[src/lcpa_pkg.sv]
package lcpa_pkg;
  localparam int ADDR_W = 8;
  localparam int KEY_W = 40;
  localparam int SES_W = 64;
  localparam int RSP_W = 16;
  localparam int KEY_ONES = 20;
  // Register byte offsets
  localparam logic [7:0] OFS_CTRL = 8'h00;
  localparam logic [7:0] OFS_STAT = 8'h04;
  localparam logic [7:0] OFS_SEED = 8'h08;
  localparam logic [7:0] OFS_SES_LO = 8'h0C;
  localparam logic [7:0] OFS_SES_HI = 8'h10;
  localparam logic [7:0] OFS_TXK_LO = 8'h14;
  localparam logic [7:0] OFS_TXK_HI = 8'h18;
  localparam logic [7:0] OFS_RXK_LO = 8'h1C;
  localparam logic [7:0] OFS_RXK_HI = 8'h20;
  localparam logic [7:0] OFS_TX_RSP = 8'h24;
  localparam logic [7:0] OFS_CMP = 8'h28;
  localparam logic [7:0] OFS_RCTL = 8'h2C;
  localparam logic [7:0] OFS_RIK_LO = 8'h30;
  localparam logic [7:0] OFS_RIK_HI = 8'h34;
  localparam logic [7:0] OFS_RX_RSP = 8'h38;
  localparam logic [7:0] OFS_RIS_LO = 8'h3C;
  localparam logic [7:0] OFS_RIS_HI = 8'h40;
  // Serializer control bits
  localparam int CTRL_SERIAL_LINK_ENABLE = 0;
  localparam int CTRL_AUTO_START_SELECT = 1;
  localparam int CTRL_FVID = 2;
  localparam int CTRL_FAUD = 3;
  localparam int CTRL_START = 4;
  localparam int CTRL_ENC = 5;
  localparam int CTRL_PRST = 6;
  // Serializer status bits
  localparam int STAT_LOCK = 0;
  localparam int STAT_FSEEN = 1;
  localparam int STAT_BADKEY = 2;
  localparam int STAT_MATCH = 3;
  localparam int STAT_CRYPT = 4;
  localparam int STAT_REP = 5;
  localparam int STAT_LINK = 6;
  localparam int STAT_STATE = 8;
  // Receiver control bits
  localparam int RCTL_DEC = 0;
  localparam int RCTL_SEL0 = 1;
  localparam int RCTL_SEL1 = 2;
  localparam int RCTL_BEGAN = 3;
  localparam int RCTL_NEWDEV = 4;
  localparam int RCTL_REP = 5;
  localparam int RCTL_DECON = 6;
  localparam int RXK_REP = 8;
  typedef enum logic [1:0] {AUTH_IDLE, AUTH_WAIT_KEY, AUTH_DONE} lcpa_state_t;
  typedef struct packed {
    logic enc;
    logic start;
    logic faud;
    logic fvid;
    logic auto_start_select;
    logic serial_link_enable;
  } lcpa_ctrl_t;
  localparam lcpa_ctrl_t CTRL_RST = 6'h02;
  typedef struct packed {
    logic rep;
    logic newdev;
    logic began;
    logic sel1;
    logic sel0;
    logic dec;
  } lcpa_rctl_t;
  localparam lcpa_rctl_t RCTL_RST = 6'h00;
endpackage

[src/lcpa_lfsr.sv]
module lcpa_lfsr #(
  parameter int W = 64,
  parameter logic [63:0] INIT = 64'h0000_0000_0000_0001
) (
  // Clock and reset
  input wire logic pclk,
  input wire logic presetn,
  // Seed
  input wire logic seed_load,
  input wire logic [31:0] seed,
  // Value
  output logic [W-1:0] value
);
  logic [W-1:0] state_ff;
  logic [W-1:0] nxt_state;

  // Free-running; a seed is folded in on top of the running value
  always_comb
  begin
    nxt_state = {state_ff[W-2:0], state_ff[W-1] ^ state_ff[W-2] ^ state_ff[W-4] ^ state_ff[W-5]};
    if (seed_load)
    begin
      nxt_state[31:0] = nxt_state[31:0] ^ seed;
    end
    if (nxt_state == '0)
    begin
      nxt_state = INIT[W-1:0];
    end
  end

  always_ff @(posedge pclk or negedge presetn)
  begin
    if (!presetn)
      state_ff <= INIT[W-1:0];
    else
      state_ff <= nxt_state;
  end

  assign value = state_ff;
endmodule

[src/lcpa_resp.sv]
module lcpa_resp (
  // Clock and reset
  input wire logic pclk,
  input wire logic presetn,
  // Control
  input wire logic go,
  input wire logic clr,
  // Operands
  input wire logic [lcpa_pkg::SES_W-1:0] session,
  input wire logic [lcpa_pkg::KEY_W-1:0] key,
  // Result
  output logic [lcpa_pkg::RSP_W-1:0] resp
);
  logic [lcpa_pkg::RSP_W-1:0] resp_ff;
  logic [lcpa_pkg::RSP_W-1:0] nxt_resp;
  logic [lcpa_pkg::SES_W-1:0] mixed;

  // Folds session value and combined key into one response word
  always_comb
  begin
    mixed = session ^ {key, key[23:0]};
    nxt_resp = resp_ff;
    if (clr)
    begin
      nxt_resp = '0;
    end
    else if (go)
    begin
      nxt_resp = '0;
      for (int i = 0; i < lcpa_pkg::SES_W / lcpa_pkg::RSP_W; i++)
      begin
        nxt_resp = {nxt_resp[lcpa_pkg::RSP_W-2:0], nxt_resp[lcpa_pkg::RSP_W-1]}
          ^ mixed[i*lcpa_pkg::RSP_W +: lcpa_pkg::RSP_W];
      end
    end
  end

  always_ff @(posedge pclk or negedge presetn)
  begin
    if (!presetn)
      resp_ff <= '0;
    else
      resp_ff <= nxt_resp;
  end

  assign resp = resp_ff;
endmodule

[src/lcpa_auth.sv]
// Contract
// - transmitter key write sets began flag, output
// - output zero follows receiver encryption-enable bit
// - power up unauthenticated, encryption off
// - stopped link or force bits mask inputs
// - link starts on enable or auto-start low
// - running link forwards low-value content
// - optional seed combined with internal random
// - start bit makes session value, self-clears; code makes one only in AUTH_IDLE and leaves the bit set in AUTH_WAIT_KEY
// - transmitter key write triggers receiver response
// - receiver key write triggers serializer response; code triggers it only when the state is not AUTH_IDLE
// - cipher turns on at next frame-sync fall
// - authenticated link encrypts high-value content
module lcpa_auth #(
  parameter int VID_W = 24,
  parameter int AUD_W = 32,
  // Device keys; values are arbitrary
  parameter logic [39:0] OWN_TX_KEY = 40'h0F_0F0F_0F0F,
  parameter logic [39:0] OWN_RX_KEY = 40'h00_FFFF_F000
) (
  // Clock and reset
  input wire logic pclk,
  input wire logic presetn,
  // APB slave
  input wire logic [lcpa_pkg::ADDR_W-1:0] paddr,
  input wire logic psel,
  input wire logic penable,
  input wire logic pwrite,
  input wire logic [31:0] pwdata,
  output logic [31:0] prdata,
  output logic pready,
  output logic pslverr,
  // Link pins
  input wire logic frame_sync,
  input wire logic rx_lock,
  // Content path
  input wire logic [VID_W-1:0] video_in,
  input wire logic [AUD_W-1:0] audio_in,
  output logic [VID_W-1:0] video_out,
  output logic [AUD_W-1:0] audio_out,
  // Link and cipher state
  output logic link_run,
  output logic encrypt_on,
  output logic decrypt_on,
  // Receiver notification outputs
  output logic general_output_zero,
  output logic general_output_one
);
  lcpa_pkg::lcpa_ctrl_t ctrl_ff, nxt_ctrl;
  lcpa_pkg::lcpa_rctl_t rctl_ff, nxt_rctl;
  lcpa_pkg::lcpa_state_t state_ff, nxt_state;
  logic [lcpa_pkg::SES_W-1:0] session_ff, nxt_session;
  logic [lcpa_pkg::SES_W-1:0] rx_session_ff, nxt_rx_session;
  logic [lcpa_pkg::KEY_W-1:0] rx_key_ff, nxt_rx_key;
  logic [lcpa_pkg::KEY_W-1:0] tx_key_in_ff, nxt_tx_key_in;
  logic bad_key_ff, nxt_bad_key;
  logic match_ff, nxt_match;
  logic rep_ff, nxt_rep;
  logic fseen_ff, nxt_fseen;
  logic crypt_ff, nxt_crypt;
  logic dcrypt_ff, nxt_dcrypt;
  logic [31:0] prdata_ff, nxt_prdata;
  logic [VID_W-1:0] video_ff, nxt_video;
  logic [AUD_W-1:0] audio_ff, nxt_audio;
  logic gpo0_ff, nxt_gpo0;
  logic gpo1_ff, nxt_gpo1;
  logic fs_meta_ff, fs_sync_ff, fs_prev_ff;
  logic lk_meta_ff, lk_sync_ff;
  logic fs_fall;
  logic wr_en, rd_setup, hit;
  logic seed_load, tx_go, rx_go, prst;
  logic [lcpa_pkg::SES_W-1:0] rand_val;
  logic [lcpa_pkg::RSP_W-1:0] tx_rsp, rx_rsp;
  logic [6:0] ones;

  lcpa_lfsr #(
    .W(lcpa_pkg::SES_W),
    .INIT(64'h0000_0000_0000_0001)
  ) u_rand (
    .pclk(pclk),
    .presetn(presetn),
    .seed_load(seed_load),
    .seed(pwdata),
    .value(rand_val)
  );

  lcpa_resp u_tx_rsp (
    .pclk(pclk),
    .presetn(presetn),
    .go(tx_go),
    .clr(prst),
    .session(session_ff),
    .key(nxt_rx_key ^ OWN_TX_KEY),
    .resp(tx_rsp)
  );

  lcpa_resp u_rx_rsp (
    .pclk(pclk),
    .presetn(presetn),
    .go(rx_go),
    .clr(1'b0),
    .session(rx_session_ff),
    .key(nxt_tx_key_in ^ OWN_RX_KEY),
    .resp(rx_rsp)
  );

  // Pin synchronisers
  always_ff @(posedge pclk or negedge presetn)
  begin
    if (!presetn)
    begin
      fs_meta_ff <= 1'b0;
      fs_sync_ff <= 1'b0;
      fs_prev_ff <= 1'b0;
      lk_meta_ff <= 1'b0;
      lk_sync_ff <= 1'b0;
    end
    else
    begin
      fs_meta_ff <= frame_sync;
      fs_sync_ff <= fs_meta_ff;
      fs_prev_ff <= fs_sync_ff;
      lk_meta_ff <= rx_lock;
      lk_sync_ff <= lk_meta_ff;
    end
  end

  assign fs_fall = fs_prev_ff && !fs_sync_ff;
  assign wr_en = psel && penable && pwrite && hit;
  assign rd_setup = psel && !penable && !pwrite;
  assign pready = 1'b1;
  assign pslverr = psel && penable && !hit;
  assign seed_load = wr_en && (paddr == lcpa_pkg::OFS_SEED);
  assign prst = wr_en && (paddr == lcpa_pkg::OFS_CTRL) && pwdata[lcpa_pkg::CTRL_PRST];
  assign tx_go = wr_en && (paddr == lcpa_pkg::OFS_RXK_HI) && (state_ff != lcpa_pkg::AUTH_IDLE);
  assign rx_go = wr_en && (paddr == lcpa_pkg::OFS_RIK_HI);

  always_comb
  begin
    hit = 1'b1;
    if (paddr == lcpa_pkg::OFS_CTRL) hit = 1'b1;
    else if (paddr == lcpa_pkg::OFS_STAT) hit = 1'b1;
    else if (paddr == lcpa_pkg::OFS_SEED) hit = 1'b1;
    else if (paddr == lcpa_pkg::OFS_SES_LO) hit = 1'b1;
    else if (paddr == lcpa_pkg::OFS_SES_HI) hit = 1'b1;
    else if (paddr == lcpa_pkg::OFS_TXK_LO) hit = 1'b1;
    else if (paddr == lcpa_pkg::OFS_TXK_HI) hit = 1'b1;
    else if (paddr == lcpa_pkg::OFS_RXK_LO) hit = 1'b1;
    else if (paddr == lcpa_pkg::OFS_RXK_HI) hit = 1'b1;
    else if (paddr == lcpa_pkg::OFS_TX_RSP) hit = 1'b1;
    else if (paddr == lcpa_pkg::OFS_CMP) hit = 1'b1;
    else if (paddr == lcpa_pkg::OFS_RCTL) hit = 1'b1;
    else if (paddr == lcpa_pkg::OFS_RIK_LO) hit = 1'b1;
    else if (paddr == lcpa_pkg::OFS_RIK_HI) hit = 1'b1;
    else if (paddr == lcpa_pkg::OFS_RX_RSP) hit = 1'b1;
    else if (paddr == lcpa_pkg::OFS_RIS_LO) hit = 1'b1;
    else if (paddr == lcpa_pkg::OFS_RIS_HI) hit = 1'b1;
    else hit = 1'b0;
  end

  // Read data captured in the setup cycle
  always_comb
  begin
    nxt_prdata = prdata_ff;
    if (rd_setup)
    begin
      nxt_prdata = '0;
      if (paddr == lcpa_pkg::OFS_CTRL)
        nxt_prdata[5:0] = ctrl_ff;
      else if (paddr == lcpa_pkg::OFS_STAT)
      begin
        nxt_prdata[lcpa_pkg::STAT_LOCK] = lk_sync_ff;
        nxt_prdata[lcpa_pkg::STAT_FSEEN] = fseen_ff;
        nxt_prdata[lcpa_pkg::STAT_BADKEY] = bad_key_ff;
        nxt_prdata[lcpa_pkg::STAT_MATCH] = match_ff;
        nxt_prdata[lcpa_pkg::STAT_CRYPT] = crypt_ff;
        nxt_prdata[lcpa_pkg::STAT_REP] = rep_ff;
        nxt_prdata[lcpa_pkg::STAT_LINK] = link_run;
        nxt_prdata[lcpa_pkg::STAT_STATE +: 2] = state_ff;
      end
      else if (paddr == lcpa_pkg::OFS_SES_LO) nxt_prdata = session_ff[31:0];
      else if (paddr == lcpa_pkg::OFS_SES_HI) nxt_prdata = session_ff[63:32];
      else if (paddr == lcpa_pkg::OFS_TXK_LO) nxt_prdata = OWN_TX_KEY[31:0];
      else if (paddr == lcpa_pkg::OFS_TXK_HI) nxt_prdata[7:0] = OWN_TX_KEY[39:32];
      else if (paddr == lcpa_pkg::OFS_RXK_LO) nxt_prdata = OWN_RX_KEY[31:0];
      else if (paddr == lcpa_pkg::OFS_RXK_HI)
      begin
        nxt_prdata[7:0] = OWN_RX_KEY[39:32];
        nxt_prdata[lcpa_pkg::RXK_REP] = rctl_ff.rep;
      end
      else if (paddr == lcpa_pkg::OFS_TX_RSP) nxt_prdata[15:0] = tx_rsp;
      else if (paddr == lcpa_pkg::OFS_RCTL)
      begin
        nxt_prdata[5:0] = rctl_ff;
        nxt_prdata[lcpa_pkg::RCTL_DECON] = dcrypt_ff;
      end
      else if (paddr == lcpa_pkg::OFS_RX_RSP) nxt_prdata[15:0] = rx_rsp;
    end
  end

  always_comb
  begin
    ones = '0;
    for (int i = 0; i < lcpa_pkg::KEY_W; i++)
    begin
      ones = ones + {6'h00, rx_key_ff[i]};
    end
  end

  // Serializer side: control, handshake and cipher start
  always_comb
  begin
    nxt_ctrl = ctrl_ff;
    nxt_state = state_ff;
    nxt_session = session_ff;
    nxt_rx_key = rx_key_ff;
    nxt_bad_key = bad_key_ff;
    nxt_match = match_ff;
    nxt_rep = rep_ff;
    nxt_fseen = fseen_ff;
    nxt_crypt = crypt_ff;
    if (wr_en && paddr == lcpa_pkg::OFS_CTRL)
      nxt_ctrl = pwdata[5:0];
    if (wr_en && paddr == lcpa_pkg::OFS_STAT && pwdata[lcpa_pkg::STAT_FSEEN])
      nxt_fseen = 1'b0;
    if (fs_fall)
      nxt_fseen = 1'b1;
    if (wr_en && paddr == lcpa_pkg::OFS_RXK_LO)
      nxt_rx_key[31:0] = pwdata;
    if (wr_en && paddr == lcpa_pkg::OFS_RXK_HI)
    begin
      nxt_rx_key[39:32] = pwdata[7:0];
      nxt_rep = pwdata[lcpa_pkg::RXK_REP];
    end
    if (wr_en && paddr == lcpa_pkg::OFS_CMP)
      nxt_match = (pwdata[15:0] == tx_rsp);
    case (state_ff)
      lcpa_pkg::AUTH_IDLE:
        if (ctrl_ff.start)
        begin
          nxt_session = rand_val;
          nxt_ctrl.start = 1'b0;
          nxt_state = lcpa_pkg::AUTH_WAIT_KEY;
        end
      lcpa_pkg::AUTH_WAIT_KEY:
        if (tx_go)
        begin
          nxt_state = lcpa_pkg::AUTH_DONE;
        end
      lcpa_pkg::AUTH_DONE:
        if (ctrl_ff.start)
          nxt_ctrl.start = 1'b0;
      default:
        nxt_state = lcpa_pkg::AUTH_IDLE;
    endcase
    if (state_ff == lcpa_pkg::AUTH_DONE)
      nxt_bad_key = (ones != 7'(lcpa_pkg::KEY_ONES));
    if (fs_fall)
      nxt_crypt = ctrl_ff.enc && (state_ff == lcpa_pkg::AUTH_DONE);
    if (prst)
    begin
      nxt_state = lcpa_pkg::AUTH_IDLE;
      nxt_session = '0;
      nxt_ctrl.enc = 1'b0;
      nxt_ctrl.start = 1'b0;
      nxt_bad_key = 1'b0;
      nxt_match = 1'b0;
      nxt_rep = 1'b0;
      nxt_crypt = 1'b0;
    end
  end

  // Receiver side: key capture, flags and notification outputs
  always_comb
  begin
    nxt_rctl = rctl_ff;
    nxt_tx_key_in = tx_key_in_ff;
    nxt_rx_session = rx_session_ff;
    nxt_dcrypt = dcrypt_ff;
    if (wr_en && paddr == lcpa_pkg::OFS_RCTL)
      nxt_rctl = pwdata[5:0];
    if (wr_en && paddr == lcpa_pkg::OFS_RIS_LO)
      nxt_rx_session[31:0] = pwdata;
    if (wr_en && paddr == lcpa_pkg::OFS_RIS_HI)
      nxt_rx_session[63:32] = pwdata;
    if (wr_en && paddr == lcpa_pkg::OFS_RIK_LO)
      nxt_tx_key_in[31:0] = pwdata;
    if (rx_go)
    begin
      nxt_tx_key_in[39:32] = pwdata[7:0];
      nxt_rctl.began = 1'b1;
    end
    if (fs_fall)
      nxt_dcrypt = rctl_ff.dec;
    nxt_gpo0 = rctl_ff.sel0 && rctl_ff.dec;
    nxt_gpo1 = rctl_ff.sel1 && rctl_ff.began;
  end

  // Content path: masked until link runs, forced words replace inputs
  always_comb
  begin
    nxt_video = '0;
    nxt_audio = '0;
    if (link_run)
    begin
      nxt_video = ctrl_ff.fvid ? '0 : video_in;
      nxt_audio = ctrl_ff.faud ? '0 : audio_in;
    end
  end

  always_ff @(posedge pclk or negedge presetn)
  begin
    if (!presetn)
    begin
      ctrl_ff <= lcpa_pkg::CTRL_RST;
      rctl_ff <= lcpa_pkg::RCTL_RST;
      state_ff <= lcpa_pkg::AUTH_IDLE;
      session_ff <= '0;
      rx_session_ff <= '0;
      rx_key_ff <= '0;
      tx_key_in_ff <= '0;
      bad_key_ff <= 1'b0;
      match_ff <= 1'b0;
      rep_ff <= 1'b0;
      fseen_ff <= 1'b0;
      crypt_ff <= 1'b0;
      dcrypt_ff <= 1'b0;
      prdata_ff <= '0;
      video_ff <= '0;
      audio_ff <= '0;
      gpo0_ff <= 1'b0;
      gpo1_ff <= 1'b0;
    end
    else
    begin
      ctrl_ff <= nxt_ctrl;
      rctl_ff <= nxt_rctl;
      state_ff <= nxt_state;
      session_ff <= nxt_session;
      rx_session_ff <= nxt_rx_session;
      rx_key_ff <= nxt_rx_key;
      tx_key_in_ff <= nxt_tx_key_in;
      bad_key_ff <= nxt_bad_key;
      match_ff <= nxt_match;
      rep_ff <= nxt_rep;
      fseen_ff <= nxt_fseen;
      crypt_ff <= nxt_crypt;
      dcrypt_ff <= nxt_dcrypt;
      prdata_ff <= nxt_prdata;
      video_ff <= nxt_video;
      audio_ff <= nxt_audio;
      gpo0_ff <= nxt_gpo0;
      gpo1_ff <= nxt_gpo1;
    end
  end

  assign link_run = ctrl_ff.serial_link_enable || !ctrl_ff.auto_start_select;
  assign encrypt_on = crypt_ff;
  assign decrypt_on = dcrypt_ff;
  assign prdata = prdata_ff;
  assign video_out = video_ff;
  assign audio_out = audio_ff;
  assign general_output_zero = gpo0_ff;
  assign general_output_one = gpo1_ff;
endmodule

[config.mk]
export PLATFORM = sky130hd
export DESIGN_NAME = lcpa_auth
export DESIGN_NICKNAME = d
export VERILOG_FILES = /design/src/lcpa_pkg.sv /design/src/lcpa_lfsr.sv /design/src/lcpa_resp.sv /design/src/lcpa_auth.sv
export SDC_FILE = /design/constraint.sdc
export NUM_CORES = 1
export LEC_CHECK = 0
export BUFFER_PORTS_ARGS = -buffer_cell sky130_fd_sc_hd__buf_2
export CORE_ASPECT_RATIO = 1.1
export CORE_MARGIN = 4
export CORE_UTILIZATION = 45
export CTS_BUF_LIST = sky130_fd_sc_hd__clkbuf_8
export DETAILED_ROUTE_END_ITERATION = 10
export GPL_TIMING_DRIVEN = 0
export PLACE_DENSITY = 0.65
export RECOVER_POWER = 100
export SETUP_SLACK_MARGIN = 0.2
export SLEW_MARGIN = 0
export SYNTH_ARGS = -nofsm -noshare
export SYNTH_HDL_FRONTEND = slang
export SYNTH_HIERARCHICAL = 1
export SYNTH_SLANG_ARGS = --single-unit
[constraint.sdc]
create_clock -name pclk -period 7.7 [get_ports pclk]
set_input_delay 1.925 -clock pclk [delete_from_list [all_inputs] [get_ports pclk]]
set_output_delay 1.925 -clock pclk [all_outputs]
set_load 0.02 [all_outputs]
==> summary.md <==
| Metric | Value |
|---|---|
| Run status | `finished, violations left` |
| Violated checks | `capacitance limit, slew limit` |
| Final Hold Vio Count | `0` |
| First-pass GRT wire length | `94.3 mm` |
| Sequential power share | `47.8%` |
| Setup ws final | `950 ps` |
| RSZ-0062 raised after global routing | `no` |
| Storage element area | `10500 um^2` |
| Drt initial violations | `1136` |
| Yosys reg bits | `419` |
| Area grow syn2layout | `14.1%` |
| Critical Path Slowest Stage Cell | `nor4b_1` |
| Gr usage total | `25.8%` |
| Root buf cell | `clkbuf_8` |
| Pre-antenna DRT Iters | `6` |
| Syn Nets | `2003` |
| Total CTS buffers | `72` |
| Largest net degree at the start of global routing | `125` |
| Leading cell type in the layout, fill and taps excluded | `dfrtp_1` |
| Part of the power in the clock network | `42.7%` |
| Synth Flop Type | `dfrtp_1` |
| Design Area, Final | `23300 um^2` |
| CTS H-tree depth | `3` |
| WL per Instance | `23.0 um` |
| Synth Instances | `1858` |
| Ys Warns | `6` |
| Initial antenna violation count | `2` |
| CTS sink count | `419` |
| Max Slew Vio Count | `147` |
| Peak Freq | `148 MHz` |
| Clk slew on worst S/H paths | `60 ps` |
| CP arrival | `4830 ps` |
| CP dominant cell by count | `clkbuf_1` |
| Global route overflow | `0` |
| Die Y | `231 um` |
| Worst endpoint required time | `5780 ps` |
| Max-slew headroom | `-88.3%` |
| Clk_skew | `35.5 ps` |
| Hold_buf cts | `0` |
| Core area | `44700 um^2` |
| Layout cell share with drive strength beyond 1 | `12.7%` |
| Final ANT Viol Nets | `0` |
| Post-Syn Area per Cell | `11.0 um^2` |
| Clk_lat worst skew | `660 ps` |
| Sequential element share of the synthesized area | `51.3%` |
| Nets@finish | `2273` |
| Fillcell total | `4090` |
| # DRC | `0` |
| Vias in the first global route | `15300` |
| Total power | `4.87 mW` |
| Total Wirelength | `63.5 mm` |
| Switching share of total power | `26.9%` |
| Setup CP Type | `input pin to primary output` |
| Port bufs | `192` |
| Switching power | `1.31 mW` |
| Total setup buffers inserted after CTS | `0` |
| Setup-failing EPs final | `0` |
| Area occupied by multi-input gates | `8830 um^2` |
| Pleak | `11.1 nW` |
| Cell variety after synth | `78` |
| Post-CTS sizing | `0` |
| Most frequent cells in the layout | `417 x dfrtp_1, 218 x nand2_1, 207 x clkbuf_1` |
| Routability Congestion | `0.973` |
| Clock Path Buffers | `3` |
| Worst-Margin Slew | `2820 ps` |
| Tcrit/Tclk final | `87.7%` |
| Via density | `5.41` |
| # IOs | `198` |
| Critical path startpoint category | `input pin` |
| Hold_ws | `354 ps` |
| Cell Rows | `81` |
| MaxCap Viol Count | `5` |
| Crit-path cells | `clkbuf_1 -> clkbuf_1 -> nor4b_1 -> nand2_1 -> nand3_1 -> a21oi_1 -> clkbuf_1` |
| Post-synth ARST share | `100%` |
| Chip width | `211 um` |
| Slowest cell delay on critical path | `1490 ps` |
| Synthesized cell area | `20400 um^2` |
| Post-placement cell area | `22200 um^2` |
| CTS tree | `done` |
| CP endpoint kind | `primary output` |
| Gate power share | `9.5%` |
| Die area | `48900 um^2` |
| Hold Crit Class | `flip-flop to flip-flop` |
| DP Wirelength | `47.0 mm` |
| Total negative slack | `0 ps` |
| Int Pwr | `3.56 mW` |
| Via count | `15000` |
| Fin crit period | `6750 ps` |
| Worst-path maximum fanout | `10` |
| Post-placement setup slack | `1830 ps` |
| Number of synthesized flops with an enable pin | `0` |
| VDD IR-drop max | `113 uV` |
| PwrDens | `209 nW/um^2` |
| Initial Util | `45.7%` |
sequential cells by signal (all words and copies together) (netlist names), 2 cells and up:
| signal | flops |
|---|---|
| prdata | 32 |
| u_rand/value | 64 |
| tx_key_in_ff | 40 |
| ctrl_ff | 6 |
| audio_out | 32 |
| rx_key_ff | 40 |
| rctl_ff | 6 |
| session_ff | 64 |
| rx_session_ff | 64 |
| state_ff | 2 |
| u_rx_rsp/resp | 16 |
| video_out | 24 |
| u_tx_rsp/resp | 16 |
worst max-delay path: cells and delay by family:
family                 cells  cell delay [ps]
AND/OR/NAND/NOR            3             2230
AO/OA/AOI/OAI              1               60
buffers and inverters      3              600
final timing paths:
check	slack, ps	from	cells after the start	end
setup reg to reg	2310	rx_key_ff[29]	18	bad_key_ff
setup / recovery	950	paddr[2]	7	pslverr
hold / removal	350	lk_meta_ff	0	lk_sync_ff
min in group asynchronous	1370	presetn	1	tx_key_in_ff[26]
max in group asynchronous	3060	presetn	2	u_rand/value[43]
hold reg to reg	350	lk_meta_ff	0	lk_sync_ff
through the flow:
step | cells | utilization (%)
after global placement | 2631 | 49.5
after floorplan | 1858 | -
final | 2766 | 52.2
after CTS | 2764 | 53.1
after detailed placement | 2635 | 49.8
after global routing | 2765 | 52.2
logic make-up (layout without fill, tap and decap cells):
kind of cell	Yosys count	after routing	synth area share, %
and+or+nand+nor	469	469	11.4
other	2	4	0.0368
AOI/OAI and AO/OA	277	277	8.30
xor gates and xnor gates	273	273	11.8
buffers and inverters	220	545	4.59
muxes	156	156	8.90
adders and majority gates	42	42	3.71
DFF	419	419	51.3
cell usage after synthesis (3+ instances only):
| library cell | count | share of area [%] |
|---|---|---|
| dfrtp_1 | 417 | 51 |
| nand2_1 | 217 | 4.0 |
| xnor2_1 | 204 | 8.7 |
| a21oi_1 | 106 | 2.6 |
| inv_1 | 97 | 1.8 |
| mux2_2 | 86 | 4.7 |
| clkbuf_1 | 83 | 1.5 |
| nor2_1 | 77 | 1.4 |
| xor2_1 | 67 | 2.9 |
| o21ai_0 | 66 | 1.6 |
| and2_1 | 61 | 1.9 |
| mux2i_1 | 40 | 2.0 |
| a211oi_1 | 35 | 1.3 |
| fa_1 | 31 | 3.0 |
| mux2_4 | 30 | 2.2 |
| buf_2 | 20 | 0.49 |
| nand3_1 | 18 | 0.44 |
| nor4_1 | 18 | 0.55 |
| a22o_1 | 14 | 0.60 |
| a22oi_1 | 11 | 0.40 |
| ha_1 | 11 | 0.67 |
| buf_6 | 10 | 0.55 |
| nor2b_1 | 10 | 0.31 |
| nand2b_1 | 9 | 0.28 |
| a221oi_1 | 8 | 0.34 |
| and3_1 | 8 | 0.24 |
| nand4b_1 | 8 | 0.34 |
| nor3_1 | 8 | 0.20 |
| o22ai_1 | 8 | 0.24 |
| buf_1 | 7 | 0.13 |
| nand4_1 | 4 | 0.12 |
| buf_4 | 3 | 0.11 |
| nor4b_2 | 3 | 0.22 |
| o221ai_1 | 3 | 0.13 |
| or4_1 | 3 | 0.11 |
power by group through the flow:
stage / Combinational [mW] / Clock (mW) / Sequential [mW]
floorplan: 0.242 / 0 / 2.37
global placement: 0.456 / 0 / 2.36
detailed placement: 0.472 / 0 / 2.36
CTS: 0.474 / 2.12 / 2.33
global route: 0.505 / 2.23 / 2.33
finish: 0.461 / 2.08 / 2.33
layer usage:
layer  up-vias  track usage (%)  wire (um)
li1       6733                -          -
met1      7572             35.2      27100
met2       552             41.3      29900
met3       120             4.75       4250
met4         0             9.85       2320
met5         -                0          0
cell type report:
class	count	area share [%]
multi-input combinational	1219	37.9
buffer	123	2.09
clock buffer	86	5.08
inverter	97	1.56
timing repair buffer	196	3.98
clock inverter	43	1.28
tap	581	3.12
antenna	2	0.0215
sequential	419	45.0
(Power assumes the default switching activity.)
